### config.mk
export PLATFORM = sky130hd
export DESIGN_NAME = complementary_wave_gen
export DESIGN_NICKNAME = d
export VERILOG_FILES = /design/src/cwg_pkg.sv /design/src/complementary_wave_gen.sv
export SDC_FILE = /design/constraint.sdc
export NUM_CORES = 1
export LEC_CHECK = 0
export ABC_CLOCK_PERIOD_IN_PS = 2850
export BUFFER_PORTS_ARGS = -buffer_cell sky130_fd_sc_hd__buf_2
export CAP_MARGIN = 20
export CORE_ASPECT_RATIO = 0.8
export CORE_UTILIZATION = 35
export DETAILED_ROUTE_END_ITERATION = 7
export PLACE_DENSITY = 0.55
export SLEW_MARGIN = 5
export SYNTH_ARGS = -nofsm -noshare
export SYNTH_HDL_FRONTEND = slang
export SYNTH_SLANG_ARGS = --single-unit
export TNS_END_PERCENT = 5
### constraint.sdc
create_clock -name ref_clk -period 2.85 [get_ports ref_clk]
set_clock_uncertainty 0.05 [all_clocks]
set_input_delay 0.1425 -clock ref_clk [delete_from_list [all_inputs] [get_ports ref_clk]]
set_output_delay 0.1425 -clock ref_clk [all_outputs]
set_load 0.02 [all_outputs]
### src/cwg_pkg.sv
// Constants and carrier types for the complementary waveform block
package cwg_pkg;

  // Synchronised source bus, indexed by data select code
  localparam int SRC_COUNT = 14;
  localparam int SRC_PIN = 0;
  localparam int SRC_CMP1 = 1;
  localparam int SRC_CMP2 = 2;
  localparam int SRC_LOGIC_CELL_TWO = 11;
  localparam int SRC_LOGIC_CELL_FOUR = 13;

  // Register byte offsets
  localparam logic [7:0] OFS_CONTROL = 8'h00;
  localparam logic [7:0] OFS_POLARITY = 8'h04;
  localparam logic [7:0] OFS_CLOCK = 8'h08;
  localparam logic [7:0] OFS_DATA = 8'h0C;
  localparam logic [7:0] OFS_STEER = 8'h10;
  localparam logic [7:0] OFS_HALT_CTL = 8'h14;
  localparam logic [7:0] OFS_HALT_SRC = 8'h18;
  localparam logic [7:0] OFS_RISE_GAP = 8'h1C;
  localparam logic [7:0] OFS_FALL_GAP = 8'h20;

  // Field positions
  localparam int EN_POS = 7;
  localparam int IN_POS = 5;
  localparam int SD_POS = 7;
  localparam int REN_POS = 6;
  localparam int BD_LSB = 4;
  localparam int AC_LSB = 2;
  localparam int OVR_LSB = 4;

  // Modes and shutdown level codes
  localparam logic [2:0] MODE_ASYNC_STEER = 3'h0;
  localparam logic [2:0] MODE_SYNC_STEER = 3'h1;
  localparam logic [1:0] HALT_INACTIVE = 2'h0;
  localparam logic [1:0] HALT_FLOAT = 2'h1;
  localparam logic [1:0] HALT_LOW = 2'h2;
  localparam logic [1:0] HALT_HIGH = 2'h3;

  // Reset values
  localparam logic [1:0] RST_HALT_LEVEL = HALT_FLOAT;
  localparam logic RST_HOLD = 1'b1;

  typedef struct packed {
    logic cyc;
    logic stb;
    logic we;
    logic [7:0] adr;
    logic [3:0] sel;
    logic [31:0] dat;
  } wbReq_type;

  typedef struct packed {
    logic [3:0] out;
    logic [3:0] oe;
  } pinOut_type;

endpackage : cwg_pkg

### src/complementary_wave_gen.sv
// Complementary waveform generator: steering, shutdown and dead-band
//
// Decided for this implementation: register access over Wishbone and the placing of the registers.
`timescale 1ns/1ps
module complementary_wave_gen (
  input wire logic ref_clk,
  input wire logic rst_n,
  input wire cwg_pkg::wbReq_type wbReq,
  output logic wbAck,
  output logic [31:0] wbDatOut,
  input wire logic [cwg_pkg::SRC_COUNT-1:0] srcIn,
  input wire logic fastOscIn,
  output cwg_pkg::pinOut_type pins
);
  import cwg_pkg::*;

  logic enable;
  logic [2:0] mode;
  logic [3:0] invert;
  logic waveClkSel;
  logic [3:0] dataSrcSel;
  logic [3:0] steerEn;
  logic [3:0] overrideVal;
  logic [3:0] steerAct;
  logic [3:0] steerUse;
  logic shutdown;
  logic shutPrev;
  logic restartEn;
  logic [1:0] haltLevelBd;
  logic [1:0] haltLevelAc;
  logic [4:0] haltSrcEn;
  logic [5:0] riseGapCount;
  logic [5:0] fallGapCount;
  logic [SRC_COUNT-1:0] srcMeta;
  logic [SRC_COUNT-1:0] srcSync;
  logic oscMeta;
  logic oscSync;
  logic oscPrev;
  logic tick;
  logic dataIn;
  logic dataPrev;
  logic dataRise;
  logic [4:0] haltSources;
  logic haltReq;
  logic holdOff;
  logic halted;
  logic [5:0] haltWait;
  logic haltDone;
  logic riseLvl;
  logic fallLvl;
  logic [5:0] riseCnt;
  logic [5:0] fallCnt;
  logic wbHit;
  logic wbWr;
  logic [7:0] wrData;
  logic [7:0] rdByte;
  logic steerRef;
  pinOut_type nextPins;

  // Dead-band step: rise of target delayed, fall passes at once
  function automatic logic [6:0] gapStep(
    input logic target,
    input logic level,
    input logic [5:0] cnt,
    input logic [5:0] limit,
    input logic tk
  );
    logic [6:0] res;
    res = {level, 6'h00};
    if (!target) begin
      res = {1'b0, 6'h00};
    end else if (!level) begin
      if (limit == 6'h00) begin
        res = {1'b1, 6'h00};
      end else if (tk && cnt == limit) begin
        res = {1'b1, 6'h00};
      end else if (tk) begin
        res = {1'b0, cnt + 6'h01};
      end else begin
        res = {1'b0, cnt};
      end
    end
    return res;
  endfunction : gapStep

  // Shutdown pin state as {oe, out}
  function automatic logic [1:0] haltPin(
    input logic [1:0] lvl,
    input logic inv,
    input logic done,
    input logic [1:0] now
  );
    logic [1:0] res;
    res = now;
    unique case (lvl)
      HALT_HIGH: res = 2'h3;
      HALT_LOW: res = 2'h2;
      HALT_FLOAT: res = 2'h0;
      HALT_INACTIVE: res = done ? {1'b1, inv} : now;
    endcase
    return res;
  endfunction : haltPin

  // Every source is asynchronous to ref_clk
  always_ff @(posedge ref_clk or negedge rst_n) begin
    if (!rst_n) begin
      srcMeta <= '0;
      srcSync <= '0;
      oscMeta <= 1'b0;
      oscSync <= 1'b0;
      oscPrev <= 1'b0;
      dataPrev <= 1'b0;
    end else begin
      srcMeta <= srcIn;
      srcSync <= srcMeta;
      oscMeta <= fastOscIn;
      oscSync <= oscMeta;
      oscPrev <= oscSync;
      dataPrev <= dataIn;
    end
  end

  // Fast oscillator counts only its sampled rising edges
  assign tick = waveClkSel ? (oscSync & ~oscPrev) : 1'b1;
  assign dataIn = (dataSrcSel < 4'(SRC_COUNT)) ? srcSync[dataSrcSel] : 1'b0;
  assign dataRise = dataIn & ~dataPrev;
  assign haltSources = {srcSync[SRC_LOGIC_CELL_FOUR], srcSync[SRC_LOGIC_CELL_TWO],
                        srcSync[SRC_CMP2], srcSync[SRC_CMP1],
                        srcSync[SRC_PIN]};
  assign haltReq = |(haltSources & haltSrcEn);
  assign halted = shutdown | holdOff;
  assign haltDone = (haltWait == 6'h00) && !(shutdown && !shutPrev);
  assign steerUse = (mode == MODE_SYNC_STEER) ? steerAct : steerEn;
  assign steerRef = dataIn ^ invert[0];

  // Bus slave: one wait state, unmapped reads return zero
  assign wbHit = wbReq.cyc & wbReq.stb & ~wbAck;
  assign wbWr = wbHit & wbReq.we & wbReq.sel[0];
  assign wrData = wbReq.dat[7:0];

  always_comb begin
    rdByte = 8'h00;
    unique case (wbReq.adr)
      OFS_CONTROL: rdByte = {enable, 4'h0, mode};
      OFS_POLARITY: rdByte = {2'h0, dataIn, 1'b0, invert};
      OFS_CLOCK: rdByte = {7'h00, waveClkSel};
      OFS_DATA: rdByte = {4'h0, dataSrcSel};
      OFS_STEER: rdByte = {overrideVal, steerEn};
      OFS_HALT_CTL: rdByte = {shutdown, restartEn, haltLevelBd,
                              haltLevelAc, 2'h0};
      OFS_HALT_SRC: rdByte = {3'h0, haltSrcEn};
      OFS_RISE_GAP: rdByte = {2'h0, riseGapCount};
      OFS_FALL_GAP: rdByte = {2'h0, fallGapCount};
      default: rdByte = 8'h00;
    endcase
  end

  always_ff @(posedge ref_clk or negedge rst_n) begin
    if (!rst_n) begin
      wbAck <= 1'b0;
      wbDatOut <= 32'h0000_0000;
    end else begin
      wbAck <= wbHit;
      wbDatOut <= wbHit ? {24'h00_0000, rdByte} : 32'h0000_0000;
    end
  end

  // Plain configuration registers; upper bits are dropped
  always_ff @(posedge ref_clk or negedge rst_n) begin
    if (!rst_n) begin
      enable <= 1'b0;
      mode <= MODE_ASYNC_STEER;
      invert <= 4'h0;
      waveClkSel <= 1'b0;
      dataSrcSel <= 4'h0;
      steerEn <= 4'h0;
      overrideVal <= 4'h0;
      haltSrcEn <= 5'h00;
      riseGapCount <= 6'h00;
      fallGapCount <= 6'h00;
    end else if (wbWr) begin
      unique case (wbReq.adr)
        OFS_CONTROL: begin
          enable <= wrData[EN_POS];
          mode <= wrData[2:0];
        end
        OFS_POLARITY: invert <= wrData[3:0];
        OFS_CLOCK: waveClkSel <= wrData[0];
        OFS_DATA: dataSrcSel <= wrData[3:0];
        OFS_STEER: begin
          overrideVal <= wrData[OVR_LSB +: 4];
          steerEn <= wrData[3:0];
        end
        OFS_HALT_SRC: haltSrcEn <= wrData[4:0];
        OFS_RISE_GAP: riseGapCount <= wrData[5:0];
        OFS_FALL_GAP: fallGapCount <= wrData[5:0];
        default: ;
      endcase
    end
  end

  always_ff @(posedge ref_clk or negedge rst_n) begin
    if (!rst_n) begin
      restartEn <= 1'b0;
      haltLevelBd <= RST_HALT_LEVEL;
      haltLevelAc <= RST_HALT_LEVEL;
    end else if (wbWr && wbReq.adr == OFS_HALT_CTL) begin
      restartEn <= wrData[REN_POS];
      haltLevelBd <= wrData[BD_LSB +: 2];
      haltLevelAc <= wrData[AC_LSB +: 2];
    end
  end

  // Set wins over any clear in the same cycle
  always_ff @(posedge ref_clk or negedge rst_n) begin
    if (!rst_n) begin
      shutdown <= 1'b0;
    end else if (haltReq) begin
      shutdown <= 1'b1;
    end else if (wbWr && wbReq.adr == OFS_HALT_CTL && !enable
                 && wrData[SD_POS]) begin
      shutdown <= 1'b1;
    end else if (restartEn) begin
      shutdown <= 1'b0;
    end else if (wbWr && wbReq.adr == OFS_HALT_CTL
                 && !wrData[SD_POS]) begin
      shutdown <= 1'b0;
    end
  end

  // Start-up also waits for a data rising edge
  always_ff @(posedge ref_clk or negedge rst_n) begin
    if (!rst_n) begin
      holdOff <= RST_HOLD;
      shutPrev <= 1'b0;
    end else begin
      shutPrev <= shutdown;
      if (shutdown) begin
        holdOff <= 1'b1;
      end else if (dataRise) begin
        holdOff <= 1'b0;
      end
    end
  end

  always_ff @(posedge ref_clk or negedge rst_n) begin
    if (!rst_n) begin
      haltWait <= 6'h00;
    end else if (shutdown && !shutPrev) begin
      haltWait <= riseGapCount;
    end else if (tick && haltWait != 6'h00) begin
      haltWait <= haltWait - 6'h01;
    end
  end

  always_ff @(posedge ref_clk or negedge rst_n) begin
    if (!rst_n) begin
      steerAct <= 4'h0;
    end else if (mode != MODE_SYNC_STEER || dataRise) begin
      steerAct <= steerEn;
    end
  end

  // Halting forces both paths low, so they restart from idle
  always_ff @(posedge ref_clk or negedge rst_n) begin
    if (!rst_n) begin
      {riseLvl, riseCnt} <= 7'h00;
      {fallLvl, fallCnt} <= 7'h00;
    end else begin
      {riseLvl, riseCnt} <= gapStep(dataIn & ~halted, riseLvl,
                                    riseCnt, riseGapCount, tick);
      {fallLvl, fallCnt} <= gapStep(~dataIn & ~halted, fallLvl,
                                    fallCnt, fallGapCount, tick);
    end
  end

  always_comb begin
    nextPins = '0;
    for (int i = 0; i < 4; i++) begin
      if (halted) begin
        {nextPins.oe[i], nextPins.out[i]} = haltPin(
          i[0] ? haltLevelBd : haltLevelAc, invert[i], haltDone,
          {pins.oe[i], pins.out[i]});
      end else if (enable) begin
        nextPins.oe[i] = 1'b1;
        if (mode[2:1] == 2'h0) begin
          nextPins.out[i] = steerUse[i] ? (dataIn ^ invert[i])
                                        : overrideVal[i];
        end else begin
          nextPins.out[i] = invert[i] ^ (i[0] ? fallLvl : riseLvl);
        end
      end
    end
  end

  always_ff @(posedge ref_clk or negedge rst_n) begin
    if (!rst_n) begin
      pins <= '0;
    end else begin
      pins <= nextPins;
    end
  end
endmodule : complementary_wave_gen

After elaboration in Yosys (flattened, before gate mapping)
Cells that the tools add are included.
{ "op_classes": {"n_addsub": 3, "multipliers": 0, "div_mod_pow": 0, "order_cmp": 2, "n_eq_ne": 22, "shifts": 0, "mux": 54, "bitwise_logic": 23, "reduce_logical": 34} }
{ "ops": {"columns": ["cell", "count"], "rows": [
  ["one-hot mux 8 bit (9 select lines)", 1],
  ["two-way mux 7 bit", 8],
  ["== test 8 x 5 -> 1 bit (second input constant)", 4],
  ["one-hot mux 2 bit (4 select lines)", 4],
  ["two-way mux 1 bit", 30],
  ["two-way mux 6 bit", 4],
  ["logical NOT 6 bit", 3],
  ["== test 8 x 4 -> 1 bit (second input constant)", 2],
  ["AND reduction 2 bit", 8],
  ["adder 6 x 1 -> 6 bit (second input constant)", 2],
  ["== test 6 bit", 2],
  ["inequality test 5 x 3 -> 1 bit (second input constant)", 2],
  ["logical AND 1 bit", 9],
  ["AND 1 bit", 8],
  ["== test 2 bit (second input constant)", 4],
  ["== test 8 x 3 -> 1 bit (second input constant)", 1],
  ["== test 8 x 6 -> 1 bit (second input constant)", 1],
  ["logical NOT 8 bit", 1],
  ["two-way mux 2 bit", 4],
  ["two-way mux 8 bit", 1],
  ["XOR 1 bit", 8],
  ["logical NOT 2 bit", 3],
  ["inequality test 3 bit (second input constant)", 2],
  ["nonzero test 6 bit", 1],
  ["16 further kinds", 25]
]} }
{ "totals": {"ff_bits": 119, "latchBits": 0, "mem_bits_rw": 0, "mem_bits_ro": 0, "in_bits": 64, "out_inout_bits": 41, "word_cells": 172, "n_memories": 0} }

Longest topological paths before layout
{ "depth": {"ltp_word": 10, "mapped_depth": 7, "ltp_nobuf": 7} }

Worst setup path after synthesis
Ideal clock, no wire load.
{ "synth_timing": {"path_type": "reg-to-reg", "start": "reg dataSrcSel[0]", "end": "reg pins[5] in the netlist's numbering", "setup_time_ns": 0.065, "arrival_ns": 2.028, "t_required_ns": 2.735, "setup_slack_ns": 0.707, "path_stages_with_launch": 8, "n_path_buf": 1, "period_less_slack_ns": 2.143, "cell_sequence": "dfrtp_1 -> buf_6 -> mux4_2 -> mux2i_4 -> xor2_1 -> or3_1 -> a221oi_1 -> o22a_1"} }
{ "synth_via": {"elab_chain_len": 8, "elab_cells_between_ends": 9, "classes_between": "order compare: 1; mux: 7; bitwise: 1"} }
{ "synth_rtl": {"columns": ["item", "line_no", "rtl"], "rows": [
  ["start: declaration", "complementary_wave_gen.sv:21", "logic [3:0] dataSrcSel;"],
  ["start signal: assignment", "complementary_wave_gen.sv:189", "OFS_DATA: dataSrcSel <= wrData[3:0];"],
  ["binary-select mux 1 bit (select 4 bit)", "complementary_wave_gen.sv:125", "assign dataIn = (dataSrcSel < 4'(SRC_COUNT)) ? srcSync[dataSrcSel] : 1'b0;"],
  ["two-way mux 1 bit (implied by the code)", "complementary_wave_gen.sv:125", null],
  ["two-way mux 1 bit (*)", "complementary_wave_gen.sv:125", null],
  ["XOR 1 bit (*)", "complementary_wave_gen.sv:287", "nextPins.out[i] = steerUse[i] ? (dataIn ^ invert[i])"],
  ["two-way mux 1 bit (*)", "complementary_wave_gen.sv:287", null],
  ["two-way mux 1 bit (*)", "complementary_wave_gen.sv:286", "if (mode[2:1] == 2'h0) begin"],
  ["two-way mux 1 bit (*)", "complementary_wave_gen.sv:284", "end else if (enable) begin"],
  ["two-way mux 1 bit (*)", "complementary_wave_gen.sv:280", "if (halted) begin"],
  ["end signal: assignment", "complementary_wave_gen.sv:300", "pins <= nextPins;"],
  ["end: declaration", "complementary_wave_gen.sv:13", "output cwg_pkg::pinOut_type pins"]
]} }
Every way passes the cells marked *; elsewhere a longest branch is shown, timed or not. The select of a mux whose other input is x is not followed.
A chain may end at the register's enable or synchronous reset.

Worst setup path after layout
Same ends and word-level chain as after synthesis.

==> key figures <==
Run status
  • Status: finished, final reports clean

Placed design
  • PortBufs: between 50 and 60
  • Dpl hpwl: 9.74 mm
  • Gpl congestion: just under 0.9
  • Area after DPL: 6030 sq um

Synthesis
  • Post-synth top flop: dfrtp_1
  • Proportion of synthesized area in mux cells: 0.152
  • Synthesized instance count: 485
  • Synthesized area per cell: 11.6 sq um
  • Mapped cell area: roughly 5600 sq um
  • Synth Area in Simple Gates: 0.127
  • Largest family of logic cells by synthesized area: multiplexers
  • Post-synthesis async set-or-reset flop share: 1.00
  • XOR/XNOR Fraction of Synth Area: 0.0560
  • Sequential area share after synthesis: 0.521
  • Post-synth EDFFs: 0
  • Post-Synth Adder-Cell Area: 0.00889
  • Yosys warns: 0
  • #FFs+latches synth: 117
  • Number of distinct library cells after synthesis: between 50 and 60
  • Compound-Gate Fraction of Synth Area: 0.0795

Clock tree
  • H-tree Lvls: 4
  • Max Buffers Root-to-Sink: 2
  • Post-CTS Resized: 0
  • Post-CTS Setup Inserts: 0
  • Num CTS Buffers: 17
  • Root Buffer: clkbuf_16
  • Clock-pin slew on the worst setup and hold paths: 0.05 ns
  • Worst skew pair latency: 0.41 ns
  • TritonCTS clock tree: done
  • Clock sink count: 117

Finish
  • Layout fillers: 1482
  • Area growth, synth to finish: 22.3%
  • # diodes: 0
  • Fin area: 6890 sq um
  • Fin util: 0.437
  • Layout cells sized above 1: 0.278
  • Final #Nets: 626

Detailed routing
  • WL/cell: ~17 microns
  • Total wire length: 13.5 mm
  • Vias: 3944
  • Final ANT Viol Nets: 0
  • DRC violations left: 0
  • Drt via density: 5.02
  • DRT Pass-1 Iters: 5
  • DRT iter0 DRCs: 390

Worst setup path
  • Worst setup EP type: register
  • Crit path launch: dataSrcSel[0]
  • Worst-path maximum fanout: 6
  • CP Data Arrival Time: 2.76 ns
  • Critical R2R Launch: dataSrcSel[0]
  • Crit Path Category: register to register
  • CP required: 3.15 ns
  • Worst setup SP type: register

Run
  • Max-cap viol count: 0

Power and ir drop
  • Sequential Power Share: 0.383
  • Max IR drop VDD: 0.397 mV
  • P_int: about 3.7 mW
  • Clock Power Share: 0.505
  • Combinational power share: 0.112
  • Power density cells: around 710 nW/um^2
  • P_sw: 1.14 mW
  • Pleak: 3.11 nW
  • Sw frac: 0.235

GRT
  • Vias in the first global route: 3749
  • Initial antenna violation count: 0
  • Tot GR Track Use: 0.177
  • Gr ovfl total: 0
  • Largest net degree at the start of global routing: 55
  • Wire length of the first global-routing pass: 21.2 mm

Min path
  • Critical hold path startpoint: wbReq[7]
  • Worst hold path type: primary input to register

Timing
  • Slew Viols, Final: 0
  • Min Clock Period, post-route: between 2 and 2.5 ns
  • RSZ-0062 raised after global routing: false
  • Period utilization: 0.863
  • Final Hold Viols: 0
  • Achievable Freq: 407 MHz
  • Final setup fails: 0
  • TNS Setup: 0 ns
  • Worst-margin pin slew: 0.693 ns
  • Max_slew headroom: 0.538

Floorplanning
  • Initial core utilization: 0.358
  • # IOs: 105
  • Die height: 115 microns
  • Row count: 41
  • Die area: approximately 17000 sq um
  • Core ar.: 15700 sq um
  • Horiz. Die Dim: between 100 and 150 microns
## cell usage after synthesis, types with 2 or more instances
master / n / area (sq um)
a21oi_1: 23 / 115
a221oi_1: 4 / 35.0
a22oi_1: 4 / 30.0
a31oi_1: 3 / 18.8
and2_1: 2 / 12.5
and3_1: 6 / 37.5
and4b_1: 2 / 20.0
buf_1: 2 / 7.51
buf_2: 4 / 20.0
buf_4: 26 / 195
clkbuf_1: 11 / 41.3
dfrtp_1: 114 / 2850
dfstp_2: 3 / 78.8
ha_1: 4 / 50.1
inv_1: 8 / 30.0
mux2_2: 46 / 518
mux2_4: 4 / 60.1
mux2i_1: 12 / 120
mux2i_4: 2 / 45.0
mux4_2: 5 / 113
nand2_1: 30 / 113
nand3_1: 20 / 100
nand4_1: 6 / 37.5
nor2_1: 28 / 105
nor2b_1: 4 / 25.0
nor3_1: 12 / 60.1
nor4_1: 5 / 31.3
o211ai_1: 2 / 15.0
o21ai_0: 12 / 60.1
o22a_1: 4 / 35.0
o22ai_1: 3 / 18.8
o31a_1: 2 / 17.5
o31ai_1: 2 / 15.0
or2_2: 4 / 25.0
or3_1: 7 / 43.8
or4_1: 2 / 15.0
xnor2_1: 15 / 131
xor2_1: 21 / 184
## registers in the layout, summed over array words and instances (netlist names), 5 cells and up
| signal | count |
|---|---|
| fallCnt | 6 |
| haltSrcEn | 5 |
| srcMeta | 14 |
| fallGapCount | 6 |
| wbDatOut | 8 |
| haltWait | 6 |
| srcSync | 14 |
| riseCnt | 6 |
| pins | 6 |
| riseGapCount | 6 |
## worst paths after layout
kind,slack [ns],end,cells after the start
min in group asynchronous,0.28,srcMeta[13],2
max reg2reg,0.39,pins[5],6
min,0.03,overrideVal[3],2
max in group asynchronous,1.63,holdOff,3
min reg2reg,0.30,srcSync[10],0
max,0.39,pins[5],6
## placed cells by master (no fill, tap or decap), types with 7 or more instances in the layout
| master | count |
|---|---|
| inv_1 | 8 |
| dlygate4sd3_1 | 17 |
| a21oi_1 | 23 |
| dfrtp_1 | 114 |
| conb_1 | 24 |
| xnor2_1 | 15 |
| xor2_1 | 21 |
| or3_1 | 7 |
| o21ai_0 | 12 |
| buf_2 | 52 |
| nor3_1 | 12 |
| mux2i_1 | 12 |
| nand2_1 | 30 |
| mux2_2 | 46 |
| nand3_1 | 20 |
| clkbuf_16 | 17 |
| nor2_1 | 28 |
## stage by stage
step,instances,setup WS [ns],power (mW),hold WS (ns)
2_1_floorplan,508,0.707,2.26,-0.203
5_1_grt,786,0.222,5.09,0.00805
4_1_cts,786,0.341,4.91,0.0195
3_5_place_dp,737,0.361,2.43,0.177
3_3_place_gp,737,0.386,2.41,0.175
6_report,786,0.390,4.87,0.0314
## critical path: stages, from the launching register on
cell and delay (ns):
dfrtp_1 0.54, mux4_2 0.58, mux2i_4 0.33, xor2_1 0.10, or3_1 0.37, a221oi_1 0.26, o22a_1 0.16
## final cells by class
class | instances | area, sq um | area share
flip-flops and latches | 117 | 2930 | 0.426
multi-input cells | 338 | 2480 | 0.360
repair buffers | 76 | 495 | 0.0719
clock buffers | 24 | 492 | 0.0714
well taps | 215 | 269 | 0.0391
clock inverters | 8 | 193 | 0.0280
inverters | 8 | 30.0 | 0.00436
## routing by layer
| metal | GRT usage | share of wire |
|---|---|---|
| met3 | 0.0450 | 0.062 |
| met4 | 0.0475 | 0.011 |
| met5 | 0 | 0 |
| met1 | 0.260 | 0.49 |
| met2 | 0.259 | 0.44 |
## kinds of logic (layout without fill, tap and decap cells)
logic type,after synthesis,after routing
flops,117,117
other cells,1,24
compound gates,68,68
buf+inv,53,116
fa+ha+maj,4,4
xor+xnor,36,36
simple gates,137,137
mux,69,69
## repair_timing
action,4_1_cts,5_1_grt
hold buffers,17,0
hold endpoints to repair,67,0
endpoints found under the setup margin,0,0
## power by group through the flow
stage / Clock (mW) / Combinational [mW] / Sequential, mW
floorplan: 0 / 0.340 / 1.92
global placement: 0 / 0.518 / 1.89
detailed placement: 0 / 0.531 / 1.90
CTS: 2.49 / 0.549 / 1.87
global route: 2.59 / 0.613 / 1.88
finish: 2.46 / 0.545 / 1.87
No activity file was read; power rests on OpenSTA's default activity.
